`config.mk`:
```
export PLATFORM = sky130hd
export DESIGN_NAME = jtag_emulation_port
export DESIGN_NICKNAME = d
export VERILOG_FILES = /design/src/logic/tap_port_pkg.sv /design/src/logic/jtag_emulation_port.sv
export VERILOG_INCLUDE_DIRS = /design/src /design/src/logic
export SDC_FILE = /design/constraint.sdc
export NUM_CORES = 1
export LEC_CHECK = 0
export BUFFER_PORTS_ARGS = -buffer_cell sky130_fd_sc_hd__buf_4
export CAP_MARGIN = 20
export CORE_MARGIN = 1
export CORE_UTILIZATION = 45
export CTS_BUF_LIST = sky130_fd_sc_hd__clkbuf_4 sky130_fd_sc_hd__clkbuf_8
export DETAILED_ROUTE_END_ITERATION = 8
export GPL_TIMING_DRIVEN = 0
export SLEW_MARGIN = 15
export SYNTH_ARGS = -nofsm -noshare
export SYNTH_HDL_FRONTEND = slang
export SYNTH_SLANG_ARGS = --single-unit
```
`constraint.sdc`:
```
create_clock -name ref_clk_i -period 4.75 [get_ports ref_clk_i]
set_input_delay 0.95 -clock ref_clk_i [delete_from_list [all_inputs] [get_ports ref_clk_i]]
set_output_delay 0.95 -clock ref_clk_i [all_outputs]
set_load 0.02 [all_outputs]
```
`src/logic/tap_port_map.svh`:
```
// offsets, encodings and timing constants of the test access port
`ifndef TAP_PORT_MAP_SVH
`define TAP_PORT_MAP_SVH

`define TAP_IR_WIDTH        4
`define TAP_IR_RESET        4'h1
`define TAP_IR_CAPTURE      4'h1
`define TAP_OP_EXTEST       4'h0
`define TAP_OP_IDCODE       4'h1
`define TAP_OP_EVENT_CTRL   4'h8
`define TAP_OP_BYPASS       4'hF
`define TAP_EVT_CTRL_WIDTH  4
`define TAP_EVT_CTRL_RESET  4'h0
`define TAP_EVT_DIR_A_BIT   0
`define TAP_EVT_DIR_B_BIT   1
`define TAP_EVT_VAL_A_BIT   2
`define TAP_EVT_VAL_B_BIT   3
`define TAP_LINK_CLK_NS     320
`define TAP_REF_CLK_NS      40

`endif

```
`src/logic/tap_port_pkg.sv`:
```
// types of the test access port
package tap_port_pkg;

    typedef enum logic [3:0] {
        TEST_LOGIC_RESET,
        RUN_TEST_IDLE,
        SELECT_DR,
        CAPTURE_DR,
        SHIFT_DR,
        EXIT1_DR,
        PAUSE_DR,
        EXIT2_DR,
        UPDATE_DR,
        SELECT_IR,
        CAPTURE_IR,
        SHIFT_IR,
        EXIT1_IR,
        PAUSE_IR,
        EXIT2_IR,
        UPDATE_IR
    } tap_state_t;

endpackage
```
`src/logic/jtag_emulation_port.sv`:
```
// test access port with debug event pins and boundary-scan mode latch
`timescale 1ns/1ps
`include "tap_port_map.svh"

module jtag_emulation_port
    import tap_port_pkg::*;
#(
    parameter int unsigned IDCODE_VALUE = 32'h0000_0001,  // arbitrary identity value
    parameter int unsigned BSR_WIDTH    = 8
) (
    input  wire logic                 ref_clk_i,
    input  wire logic                 sys_rst_i,
    input  wire logic                 clk_en_i,
    input  wire logic                 test_clk_i,
    input  wire logic                 test_mode_sel_i,
    input  wire logic                 test_data_i,
    input  wire logic                 test_rst_i,
    output logic                      test_data_o,
    output logic                      test_data_oe_n_o,
    input  wire logic                 debug_event_pin_a_i,
    output logic                      debug_event_pin_a_o,
    output logic                      debug_event_pin_a_oe_n_o,
    input  wire logic                 debug_event_pin_b_i,
    output logic                      debug_event_pin_b_o,
    output logic                      debug_event_pin_b_oe_n_o,
    output logic                      event_a_irq_o,
    output logic                      event_b_irq_o,
    input  wire logic                 event_a_raise_i,
    input  wire logic                 event_b_raise_i,
    input  wire logic [BSR_WIDTH-1:0] bsr_pins_i,
    output logic      [BSR_WIDTH-1:0] bsr_pins_o,
    output logic                      scan_control_o,
    output logic                      boundary_scan_mode_o
);

    initial begin
        if (BSR_WIDTH < 1 || BSR_WIDTH > 64) begin
            $error("BSR_WIDTH out of range");
        end
    end

    // ----------------------------------------------------------------
    // pin synchronisers
    // ----------------------------------------------------------------
    // three stages; a change is accepted once stages two and three agree
    localparam int unsigned NSYNC = 6;
    logic [NSYNC-1:0] raw;
    logic [NSYNC-1:0] s1_q;
    logic [NSYNC-1:0] s2_q;
    logic [NSYNC-1:0] s3_q;
    logic [NSYNC-1:0] flt_q;
    assign raw = {debug_event_pin_b_i, debug_event_pin_a_i, test_rst_i,
                  test_data_i, test_mode_sel_i, test_clk_i};

    always_ff @(posedge ref_clk_i or posedge sys_rst_i) begin
        if (sys_rst_i) begin
            s1_q  <= '0;
            s2_q  <= '0;
            s3_q  <= '0;
            flt_q <= '0;
        end else if (clk_en_i) begin
            s1_q <= raw;
            s2_q <= s1_q;
            s3_q <= s2_q;
            for (int i = 0; i < NSYNC; i++) begin
                if (s2_q[i] == s3_q[i]) begin
                    flt_q[i] <= s3_q[i];
                end
            end
        end
    end

    logic tck_q;
    logic tck_rise;
    logic tck_fall;
    logic tms;
    logic tdi;
    logic trst;
    logic pin_a;
    logic pin_b;
    logic trst_prev_q;
    assign {pin_b, pin_a, trst, tdi, tms} = flt_q[5:1];
    assign tck_rise = clk_en_i && flt_q[0] && !tck_q;
    assign tck_fall = clk_en_i && !flt_q[0] && tck_q;

    always_ff @(posedge ref_clk_i or posedge sys_rst_i) begin
        if (sys_rst_i) begin
            tck_q       <= 1'b0;
            trst_prev_q <= 1'b0;
        end else if (clk_en_i) begin
            tck_q       <= flt_q[0];
            trst_prev_q <= trst;
        end
    end

    // ----------------------------------------------------------------
    // controller
    // ----------------------------------------------------------------
    tap_state_t state_q;
    tap_state_t state_d;

    always_comb begin
        state_d = state_q;
        unique case (state_q)
            TEST_LOGIC_RESET: state_d = tms ? TEST_LOGIC_RESET : RUN_TEST_IDLE;
            RUN_TEST_IDLE:    state_d = tms ? SELECT_DR : RUN_TEST_IDLE;
            SELECT_DR:        state_d = tms ? SELECT_IR : CAPTURE_DR;
            CAPTURE_DR:       state_d = tms ? EXIT1_DR : SHIFT_DR;
            SHIFT_DR:         state_d = tms ? EXIT1_DR : SHIFT_DR;
            EXIT1_DR:         state_d = tms ? UPDATE_DR : PAUSE_DR;
            PAUSE_DR:         state_d = tms ? EXIT2_DR : PAUSE_DR;
            EXIT2_DR:         state_d = tms ? UPDATE_DR : SHIFT_DR;
            UPDATE_DR:        state_d = tms ? SELECT_DR : RUN_TEST_IDLE;
            SELECT_IR:        state_d = tms ? TEST_LOGIC_RESET : CAPTURE_IR;
            CAPTURE_IR:       state_d = tms ? EXIT1_IR : SHIFT_IR;
            SHIFT_IR:         state_d = tms ? EXIT1_IR : SHIFT_IR;
            EXIT1_IR:         state_d = tms ? UPDATE_IR : PAUSE_IR;
            PAUSE_IR:         state_d = tms ? EXIT2_IR : PAUSE_IR;
            EXIT2_IR:         state_d = tms ? UPDATE_IR : SHIFT_IR;
            UPDATE_IR:        state_d = tms ? SELECT_DR : RUN_TEST_IDLE;
        endcase
    end

    // test reset low keeps the port in reset so the device runs functionally
    always_ff @(posedge ref_clk_i or posedge sys_rst_i) begin
        if (sys_rst_i) begin
            state_q <= TEST_LOGIC_RESET;
        end else if (clk_en_i) begin
            if (!trst) begin
                state_q <= TEST_LOGIC_RESET;
            end else if (tck_rise) begin
                state_q <= state_d;
            end
        end
    end

    // ----------------------------------------------------------------
    // instruction and data registers
    // ----------------------------------------------------------------
    logic [`TAP_IR_WIDTH-1:0]       ir_sh_q;
    logic [`TAP_IR_WIDTH-1:0]       ir_q;
    logic [31:0]                    id_sh_q;
    logic                           byp_q;
    logic [BSR_WIDTH-1:0]           bsr_sh_q;
    logic [`TAP_EVT_CTRL_WIDTH-1:0] evt_sh_q;
    logic [`TAP_EVT_CTRL_WIDTH-1:0] evt_q;

    function automatic logic dr_serial_out(input logic [`TAP_IR_WIDTH-1:0] op,
                                           input logic id0, input logic b,
                                           input logic bs0, input logic ev0);
        dr_serial_out = b;
        if (op == `TAP_OP_IDCODE) begin
            dr_serial_out = id0;
        end else if (op == `TAP_OP_EXTEST) begin
            dr_serial_out = bs0;
        end else if (op == `TAP_OP_EVENT_CTRL) begin
            dr_serial_out = ev0;
        end
    endfunction

    always_ff @(posedge ref_clk_i or posedge sys_rst_i) begin
        if (sys_rst_i) begin
            ir_sh_q  <= `TAP_IR_RESET;
            ir_q     <= `TAP_IR_RESET;
            id_sh_q  <= '0;
            byp_q    <= 1'b0;
            bsr_sh_q <= '0;
            evt_sh_q <= `TAP_EVT_CTRL_RESET;
            evt_q    <= `TAP_EVT_CTRL_RESET;
            bsr_pins_o <= '0;
        end else if (clk_en_i) begin
            if (state_q == TEST_LOGIC_RESET) begin
                ir_q  <= `TAP_IR_RESET;
                evt_q <= `TAP_EVT_CTRL_RESET;
            end else if (tck_rise) begin
                unique case (state_q)
                    CAPTURE_IR: ir_sh_q <= `TAP_IR_CAPTURE;
                    SHIFT_IR:   ir_sh_q <= {tdi, ir_sh_q[`TAP_IR_WIDTH-1:1]};
                    UPDATE_IR:  ir_q <= ir_sh_q;
                    CAPTURE_DR: begin
                        id_sh_q  <= IDCODE_VALUE;
                        byp_q    <= 1'b0;
                        bsr_sh_q <= bsr_pins_i;
                        evt_sh_q <= evt_q;
                    end
                    SHIFT_DR: begin
                        if (ir_q == `TAP_OP_IDCODE) begin
                            id_sh_q <= {tdi, id_sh_q[31:1]};
                        end else if (ir_q == `TAP_OP_EXTEST) begin
                            bsr_sh_q <= {tdi, bsr_sh_q[BSR_WIDTH-1:1]};
                        end else if (ir_q == `TAP_OP_EVENT_CTRL) begin
                            evt_sh_q <= {tdi, evt_sh_q[`TAP_EVT_CTRL_WIDTH-1:1]};
                        end else begin
                            byp_q <= tdi;
                        end
                    end
                    UPDATE_DR: begin
                        if (ir_q == `TAP_OP_EVENT_CTRL) begin
                            evt_q <= evt_sh_q;
                        end else if (ir_q == `TAP_OP_EXTEST) begin
                            bsr_pins_o <= bsr_sh_q;
                        end
                    end
                    default: begin
                    end
                endcase
            end
        end
    end

    // ----------------------------------------------------------------
    // serial output, changed on the falling edge
    // ----------------------------------------------------------------
    always_ff @(posedge ref_clk_i or posedge sys_rst_i) begin
        if (sys_rst_i) begin
            test_data_o      <= 1'b0;
            test_data_oe_n_o <= 1'b1;
        end else if (clk_en_i && tck_fall) begin
            test_data_oe_n_o <= !(state_q == SHIFT_IR || state_q == SHIFT_DR);
            if (state_q == SHIFT_IR) begin
                test_data_o <= ir_sh_q[0];
            end else if (state_q == SHIFT_DR) begin
                test_data_o <= dr_serial_out(ir_q, id_sh_q[0], byp_q, bsr_sh_q[0], evt_sh_q[0]);
            end
        end
    end

    // ----------------------------------------------------------------
    // debug event pins and boundary-scan latch
    // ----------------------------------------------------------------
    always_ff @(posedge ref_clk_i or posedge sys_rst_i) begin
        if (sys_rst_i) begin
            debug_event_pin_a_o      <= 1'b0;
            debug_event_pin_b_o      <= 1'b0;
            debug_event_pin_a_oe_n_o <= 1'b1;
            debug_event_pin_b_oe_n_o <= 1'b1;
            event_a_irq_o            <= 1'b0;
            event_b_irq_o            <= 1'b0;
        end else if (clk_en_i) begin
            // direction bit set: drive out; clear: the debugger drives us
            debug_event_pin_a_oe_n_o <= !(trst && evt_q[`TAP_EVT_DIR_A_BIT]);
            debug_event_pin_b_oe_n_o <= !(trst && evt_q[`TAP_EVT_DIR_B_BIT]);
            debug_event_pin_a_o      <= evt_q[`TAP_EVT_VAL_A_BIT] | event_a_raise_i;
            debug_event_pin_b_o      <= evt_q[`TAP_EVT_VAL_B_BIT] | event_b_raise_i;
            event_a_irq_o <= trst && !evt_q[`TAP_EVT_DIR_A_BIT] && pin_a;
            event_b_irq_o <= trst && !evt_q[`TAP_EVT_DIR_B_BIT] && pin_b;
        end
    end

    always_ff @(posedge ref_clk_i or posedge sys_rst_i) begin
        if (sys_rst_i) begin
            boundary_scan_mode_o <= 1'b0;
            scan_control_o       <= 1'b0;
        end else if (clk_en_i) begin
            scan_control_o <= trst;
            if (trst && !trst_prev_q) begin
                boundary_scan_mode_o <= pin_a && !pin_b;
            end
        end
    end

    // ----------------------------------------------------------------
    // checks
    // ----------------------------------------------------------------
    chk_reset_hold: assert property (@(posedge ref_clk_i) disable iff (sys_rst_i)
        (clk_en_i && !trst) |=> state_q == TEST_LOGIC_RESET)
        else $error("controller left reset while test reset low");

    chk_state_step: assert property (@(posedge ref_clk_i) disable iff (sys_rst_i)
        (clk_en_i && trst && tck_rise) |=> state_q == $past(state_d))
        else $error("controller did not step on test clock rise");

    chk_state_still: assert property (@(posedge ref_clk_i) disable iff (sys_rst_i)
        (clk_en_i && trst && !tck_rise) |=> $stable(state_q))
        else $error("controller moved without a test clock rise");

    chk_ir_shift: assert property (@(posedge ref_clk_i) disable iff (sys_rst_i)
        (tck_rise && trst && state_q == SHIFT_IR) |=> ir_sh_q[`TAP_IR_WIDTH-1] == $past(tdi))
        else $error("instruction shift lost data input");

    chk_tdo_fall: assert property (@(posedge ref_clk_i) disable iff (sys_rst_i)
        (!tck_fall) |=> $stable(test_data_o))
        else $error("data output changed off a falling edge");

    chk_tdo_ir: assert property (@(posedge ref_clk_i) disable iff (sys_rst_i)
        (tck_fall && state_q == SHIFT_IR) |=> test_data_o == $past(ir_sh_q[0]) && !test_data_oe_n_o)
        else $error("data output not instruction bit");

    chk_evt_dir: assert property (@(posedge ref_clk_i) disable iff (sys_rst_i)
        (clk_en_i && !trst) |=> debug_event_pin_a_oe_n_o && debug_event_pin_b_oe_n_o)
        else $error("event pin driven while test reset low");

    chk_bscan_latch: assert property (@(posedge ref_clk_i) disable iff (sys_rst_i)
        (clk_en_i && trst && !trst_prev_q && pin_a && !pin_b) |=> boundary_scan_mode_o)
        else $error("boundary-scan mode not latched");

    chk_bscan_keep: assert property (@(posedge ref_clk_i) disable iff (sys_rst_i)
        (clk_en_i && !(trst && !trst_prev_q)) |=> $stable(boundary_scan_mode_o))
        else $error("boundary-scan mode changed without test reset rise");

endmodule

```
==> summary.txt, run 1 <==
layout cell share with drive strength beyond 1: 24.5%
RSZ-0062 raised after global routing: false
FF+latch count, synth: 104
vias in the first global route: 3162
core area: 9770 um^2
TritonCTS buffer count: 9
Pint: 1.29 mW
Clock power frac: 32.5%
Setup WS post-layout: 2.42 ns
die area: 10500 um^2
fmax: 0.429 GHz
# resized after CTS: 0
Layout Nets: 471
Yosys Warn Count: 0
combinational power share: 12.3%
Die Y-Extent: 103 um
Distinct cells, synth: 49
io pins: 37
r2r setup slk: 2.60 ns
CTS Root Cell: clkbuf_8
R2R depth: 6
global-route wire length before repair: 15700 um
syn nets: 424
Tot GR Track Use: 19.2%
Final Wtd Congestion: 0.864
Post-synth EDFFs: 0
via count: 3228
detailed router's first-iteration violation count: 182
Max FO, Critical Path: 7
Tcrit/Tclk final: 49.1%
status: finished clean
RR Startpoint: ir_q[3]
Gate Count Post-Synth: 405
hpwl dp: 6190 um
Area contributors post-synth: dfrtp_1 54%, mux2_2 10%, a22o_1 7.5%, nand2_1 4.8%, dfstp_2 2.9%
Rows: 36
Final ANT Viol Nets: 0
# port buffers: 35
max_slew headroom: 59.6%
total power: 1.78 mW
worst-margin pin slew: 0.606 ns
proportion of netlist area held by the largest area contributor: 54.4%
Crit path required time: 5.00 ns
largest net degree at the start of global routing: 58
endpoints failing hold: 0
drt via density: 5.47
crit start category: input port
endpoints failing setup: 0
register clock-pin slew on the reported worst setup and hold paths: 0.11 ns
multi-input logic area: 1780 um^2
post-place instance area: 5020 um^2
Fillers: 909
CP arrival: 2.58 ns
Area growth syn-to-layout: 14.6%
post-synthesis sequential area ratio: 57.2%
cell area after layout: 5220 um^2
Sw Ratio: 27.6%
antenna cells: 0
drt first pass iters: 4
register area: 2610 um^2
Clock Sinks: 104
gr ovfl total: 0
Setup Skew: 0.00722 ns
Crit Reg-Reg Endpoint: id_sh_q[10]
HP Class: register to register
initial core utilization: 46.6%
Die Span X: 103 um
CP endpoint kind: register
Net Switching: 0.491 mW
DRC: 0
postcts setup bufs: 0
maximum vdd drop: 0.194 mV
initial antenna violation count: 0
commonest non-fill, non-tap cell in the layout: dfrtp_1
crit path capture: evt_sh_q[0]
cts hold-fix bufs: 0
sequential power share: 55.2%
post-route minimum period: 2.33 ns
Avg Inst Size Synth: 11.3 um^2
latest clock arrival within the worst-skew pair: 0.36 ns
H-tree levels: 3
Routed WL: 9150 um
drt wl/cell: 15.5 um
Most used DFF post-synth: dfrtp_1
Leak: 2.44 nW
Slew Viols, Final: 0
Async S/R FF share, synth: 100%
WS Path Type: input port to register
CTS Buffer Depth: 2
setup_tns: 0 ns
Max-Cap Viols: 0
most frequent cells in the layout: 99 x dfrtp_1, 58 x nand2_1, 41 x mux2_2
CP Launch Point: clk_en_i
pre-CTS WS: 2.06 ns
Pwr Density: 341 nW/um^2
leading area contributor after synthesis: dfrtp_1
Netlist Area Pre-Place: 4560 um^2
CTS tree: yes
## per-stage QoR
stage / utilization [%] / instances / hold slack (ns)
final: 53.4 / 590 / 0.498
after global routing: 53.4 / 590 / 0.520
after CTS: 53.4 / 590 / 0.497
after detailed placement: 51.4 / 574 / 0.479
after global placement: 51.0 / 573 / 0.466
after floorplan: - / 405 / 0.459
## layout make-up
type | instances | area share (%)
well taps | 133 | 3.19
clock buffers | 10 | 2.51
plain buffers | 27 | 2.30
inverters | 12 | 0.958
multi-input cells | 262 | 34.2
repair buffers | 36 | 5.56
clock inverters | 6 | 1.39
flip-flops and latches | 104 | 49.9
## worst max-delay path: stages
cell      delay [ns]
clkbuf_2        0.13
and3b_1         0.16
clkbuf_1        0.31
nand2_2         0.21
a21oi_1         0.42
mux2_2          0.39
## synth_stat cells (5+ instances only)
cell and count:
mux2_2 41, o21ai_0 17, nand2b_1 8, nand2_1 58, nor2_1 23, clkbuf_1 16
buf_2 5, a21oi_1 20, dfrtp_1 99, nand3_1 8, inv_1 12, dfstp_2 5
a22o_1 39
## power groups by stage
stage	sequential [mW]	clock (mW)	combinational, mW
global route	0.991	0.634	0.245
floorplan	1.00	0	0.141
global placement	0.997	0	0.212
CTS	0.983	0.597	0.222
detailed placement	1.00	0	0.221
finish	0.982	0.580	0.219
## cells by family (layout without fill, tap and decap cells)
kind of cell,Yosys count,count (layout),synth area share [%]
AO/OA/AOI/OAI,98,98,15.7
XOR/XNOR,1,1,0.192
buffers and inverters,39,91,3.62
flip-flops,104,104,57.2
AND/OR/NAND/NOR,119,119,12.5
multiplexers,44,44,10.8
## worst min-delay path by stage
stage | cells past startpoint | end | from
detailed placement | 2 | flt_q[1] | s3_q[1]
floorplan | 2 | flt_q[0] | s3_q[0]
finish | 2 | debug_event_pin_a_oe_n_o | debug_event_pin_a_oe_n_o
global route | 1 | id_sh_q[7] | id_sh_q[8]
CTS | 2 | debug_event_pin_a_oe_n_o | debug_event_pin_a_oe_n_o
global placement | 2 | flt_q[0] | s3_q[0]
## flip-flops by register name, indices dropped and copies added (netlist names), 4 cells and up
name,flops
bsr_pins_o,8
bsr_sh_q,8
evt_q,4
evt_sh_q,4
flt_q,6
id_sh_q,32
ir_q,4
ir_sh_q,4
s1_q,6
s2_q,6
s3_q,6
state_q,4
## routing by layer
metal	part of all wire (%)	vias up	track usage (%)	wire, um
li1	-	1538	-	-
met1	50	1606	27.5	4540
met2	45	76	29.7	4150
met3	4.0	8	4.07	366
met4	1.1	0	4.84	97
met5	0	-	0	0
No activity file was read; power rests on OpenSTA's default activity.
==> run 2: changes to the inputs <==
- clock period: 4.75 -> 2.3 ns (I/O delays scaled with it)
==> summary.txt, run 2 (synthesis results as in run 1) <==
CTS Buffer Depth: 2 (unchanged)
via count: 3203 (-0.77%)
initial core utilization: 46.6% (unchanged)
RR Startpoint: state_q[3]
Crit Reg-Reg Endpoint: id_sh_q[3]
Slew Viols, Final: 0 (unchanged)
latest clock arrival within the worst-skew pair: 0.36 ns (about the same)
CTS tree: yes
total power: 3.82 mW (+110%)
io pins: 37 (unchanged)
r2r setup slk: 0.18 ns (-2.42 ns)
Biggest register: id_sh_q
Clock power frac: 34.8% (+2.3 points)
Net Switching: 0.964 mW (+96%)
register clock-pin slew on the reported worst setup and hold paths: 0.10 ns (about the same)
Tot GR Track Use: 18.6% (-0.59 points)
Sw Ratio: 25.2% (-2.3 points)
CP arrival: 2.41 ns (-0.17 ns)
largest net degree at the start of global routing: 35 (-40%)
crit-path leading delay family: simple AND/OR/NAND/NOR gates
R2R depth: 6 (unchanged)
endpoints failing hold: 0 (unchanged)
initial antenna violation count: 0 (unchanged)
gr ovfl total: 0 (unchanged)
most frequent cells in the layout: 99 x dfrtp_1, 58 x nand2_1, 41 x mux2_2
CTS Root Cell: clkbuf_8
CP max stage cell: nor4b_4
Pwr Density: 721 nW/um^2 (+110%)
post-route minimum period: 2.12 ns
Max FO, Critical Path: 10 (+3)
combinational power share: 12.1% (-0.2 points)
most used cell, CP: clkbuf_1
fin util: 54.2% (+0.73 points)
max_slew headroom: 59.6% (about the same)
WP buf/inv: 2 (unchanged)
cts hold-fix bufs: 0 (unchanged)
Final ANT Viol Nets: 0 (unchanged)
# port buffers: 35 (unchanged)
Non-Filler Instances: 591 (+0.17%)
Final Wtd Congestion: 0.873 (+1.0%)
DRC: 0 (unchanged)
Tcrit/Tclk final: 92.0%
TritonCTS buffer count: 9 (unchanged)
crit start category: register
sequential power share: 53.1% (-2.1 points)
critical-path cell list: clkbuf_1 -> nor4b_4 -> nand2_1 -> nor2_1 -> clkbuf_1 -> a22o_1
setup_tns: 0 ns (unchanged)
global-route wire length before repair: 15100 um (-3.4%)
hpwl dp: 6200 um (+0.21%)
layout cell share with drive strength beyond 1: 24.9% (+0.38 points)
RSZ-0062 raised after global routing: false
Crit path required time: 2.59 ns (-2.41 ns)
placed cell count: 576 (+0.35%)
Setup WS post-layout: 0.183 ns (-2.23 ns)
Setup Skew: 0.0134 ns (+0.00615 ns)
Area growth syn-to-layout: 16.2%
commonest non-fill, non-tap cell in the layout: dfrtp_1
Routed WL: 8910 um (-2.7%)
die area: 10500 um^2 (unchanged)
Layout Nets: 474 (+0.64%)
endpoints failing setup: 0 (unchanged)
vias in the first global route: 3046 (-3.7%)
max reg flops: 32 (unchanged)
drt via density: 5.42 (-0.94%)
Hold WS: 0.0724 ns (-0.426 ns)
WS Path Type: register to register
Die Y-Extent: 103 um (unchanged)
Die Span X: 103 um (unchanged)
core area: 9770 um^2 (unchanged)
maximum vdd drop: 0.363 mV (+87%)
H-tree levels: 3 (unchanged)
Rows: 36 (unchanged)
status: finished clean
post-place instance area: 5050 um^2 (+0.62%)
CP peak stage delay: 0.48 ns (+0.06 ns)
HP Class: input port to asynchronous set/reset pin
antenna cells: 0 (unchanged)
CP endpoint kind: register
drt wl/cell: 15.1 um (-2.9%)
Top Registers: id_sh_q: 32 flops, bsr_pins_o: 8 flops, bsr_sh_q: 8 flops
Leak: 2.46 nW (+0.96%)
cell area after layout: 5300 um^2 (+1.4%)
pre-CTS WS: 0.0805 ns (-1.98 ns)
CP Launch Point: state_q[3]
worst-margin pin slew: 0.606 ns (-0.000778 ns)
Max-Cap Viols: 0 (unchanged)
Pint: 2.85 mW (+120%)
Clock Sinks: 104 (unchanged)
detailed router's first-iteration violation count: 150 (-18%)
fmax: 0.472 GHz
drt first pass iters: 4 (unchanged)
==> run 2: changes by cell type in the layout (fill, tap and decap cells not counted), sizes merged <==
cell / change
clkinvlp: +2
inv: -3
clkinv: -2
bufinv: +2
clkbuf: -1
buf: +3
==> run 2: power groups by stage <==
stage / logic [mW] / clock network, mW / registers [mW]
CTS: 0.465 / 1.36 / 2.03
global route: 0.513 / 1.44 / 2.05
floorplan: 0.291 / 0 / 2.06
detailed placement: 0.461 / 0 / 2.06
global placement: 0.436 / 0 / 2.06
finish: 0.461 / 1.33 / 2.03
==> run 2: worst max-delay path by stage <==
stage,slack (ns),cells past startpoint,to
floorplan,0.46,6,evt_sh_q[0]
global placement,-0.1,2,id_sh_q[16]
detailed placement,0.08,7,id_sh_q[16]
CTS,0.08,4,bsr_pins_o[0]
global route,0.02,6,id_sh_q[1]
finish,0.18,6,id_sh_q[3]
==> run 2: final cells by class <==
class / instances / area, um^2
Fill cell: 849 / 4480
Timing Repair Buffer: 39 / 330
Clock inverter: 5 / 106
Clock buffer: 9 / 124
Inverter: 12 / 48.8
Sequential cell: 104 / 2610
Buffer: 27 / 120
Tap cell: 133 / 166
Multi-Input combinational cell: 262 / 1790
==> run 2: metal layers <==
layer	up-vias	share of wire (%)	track usage, %
met5	-	0	0
li1	1551	-	-
met2	75	44	27.6
met4	0	1.2	7.36
met1	1567	51	27.4
met3	10	3.8	2.71
==> run 2: what timing repair did <==
| item | 4_1_cts | 5_1_grt |
|---|---|---|
| endpoints found under the setup margin | 0 | 5 |
| setup buffers | 0 | 1 |
| gates resized for setup | 0 | 1 |
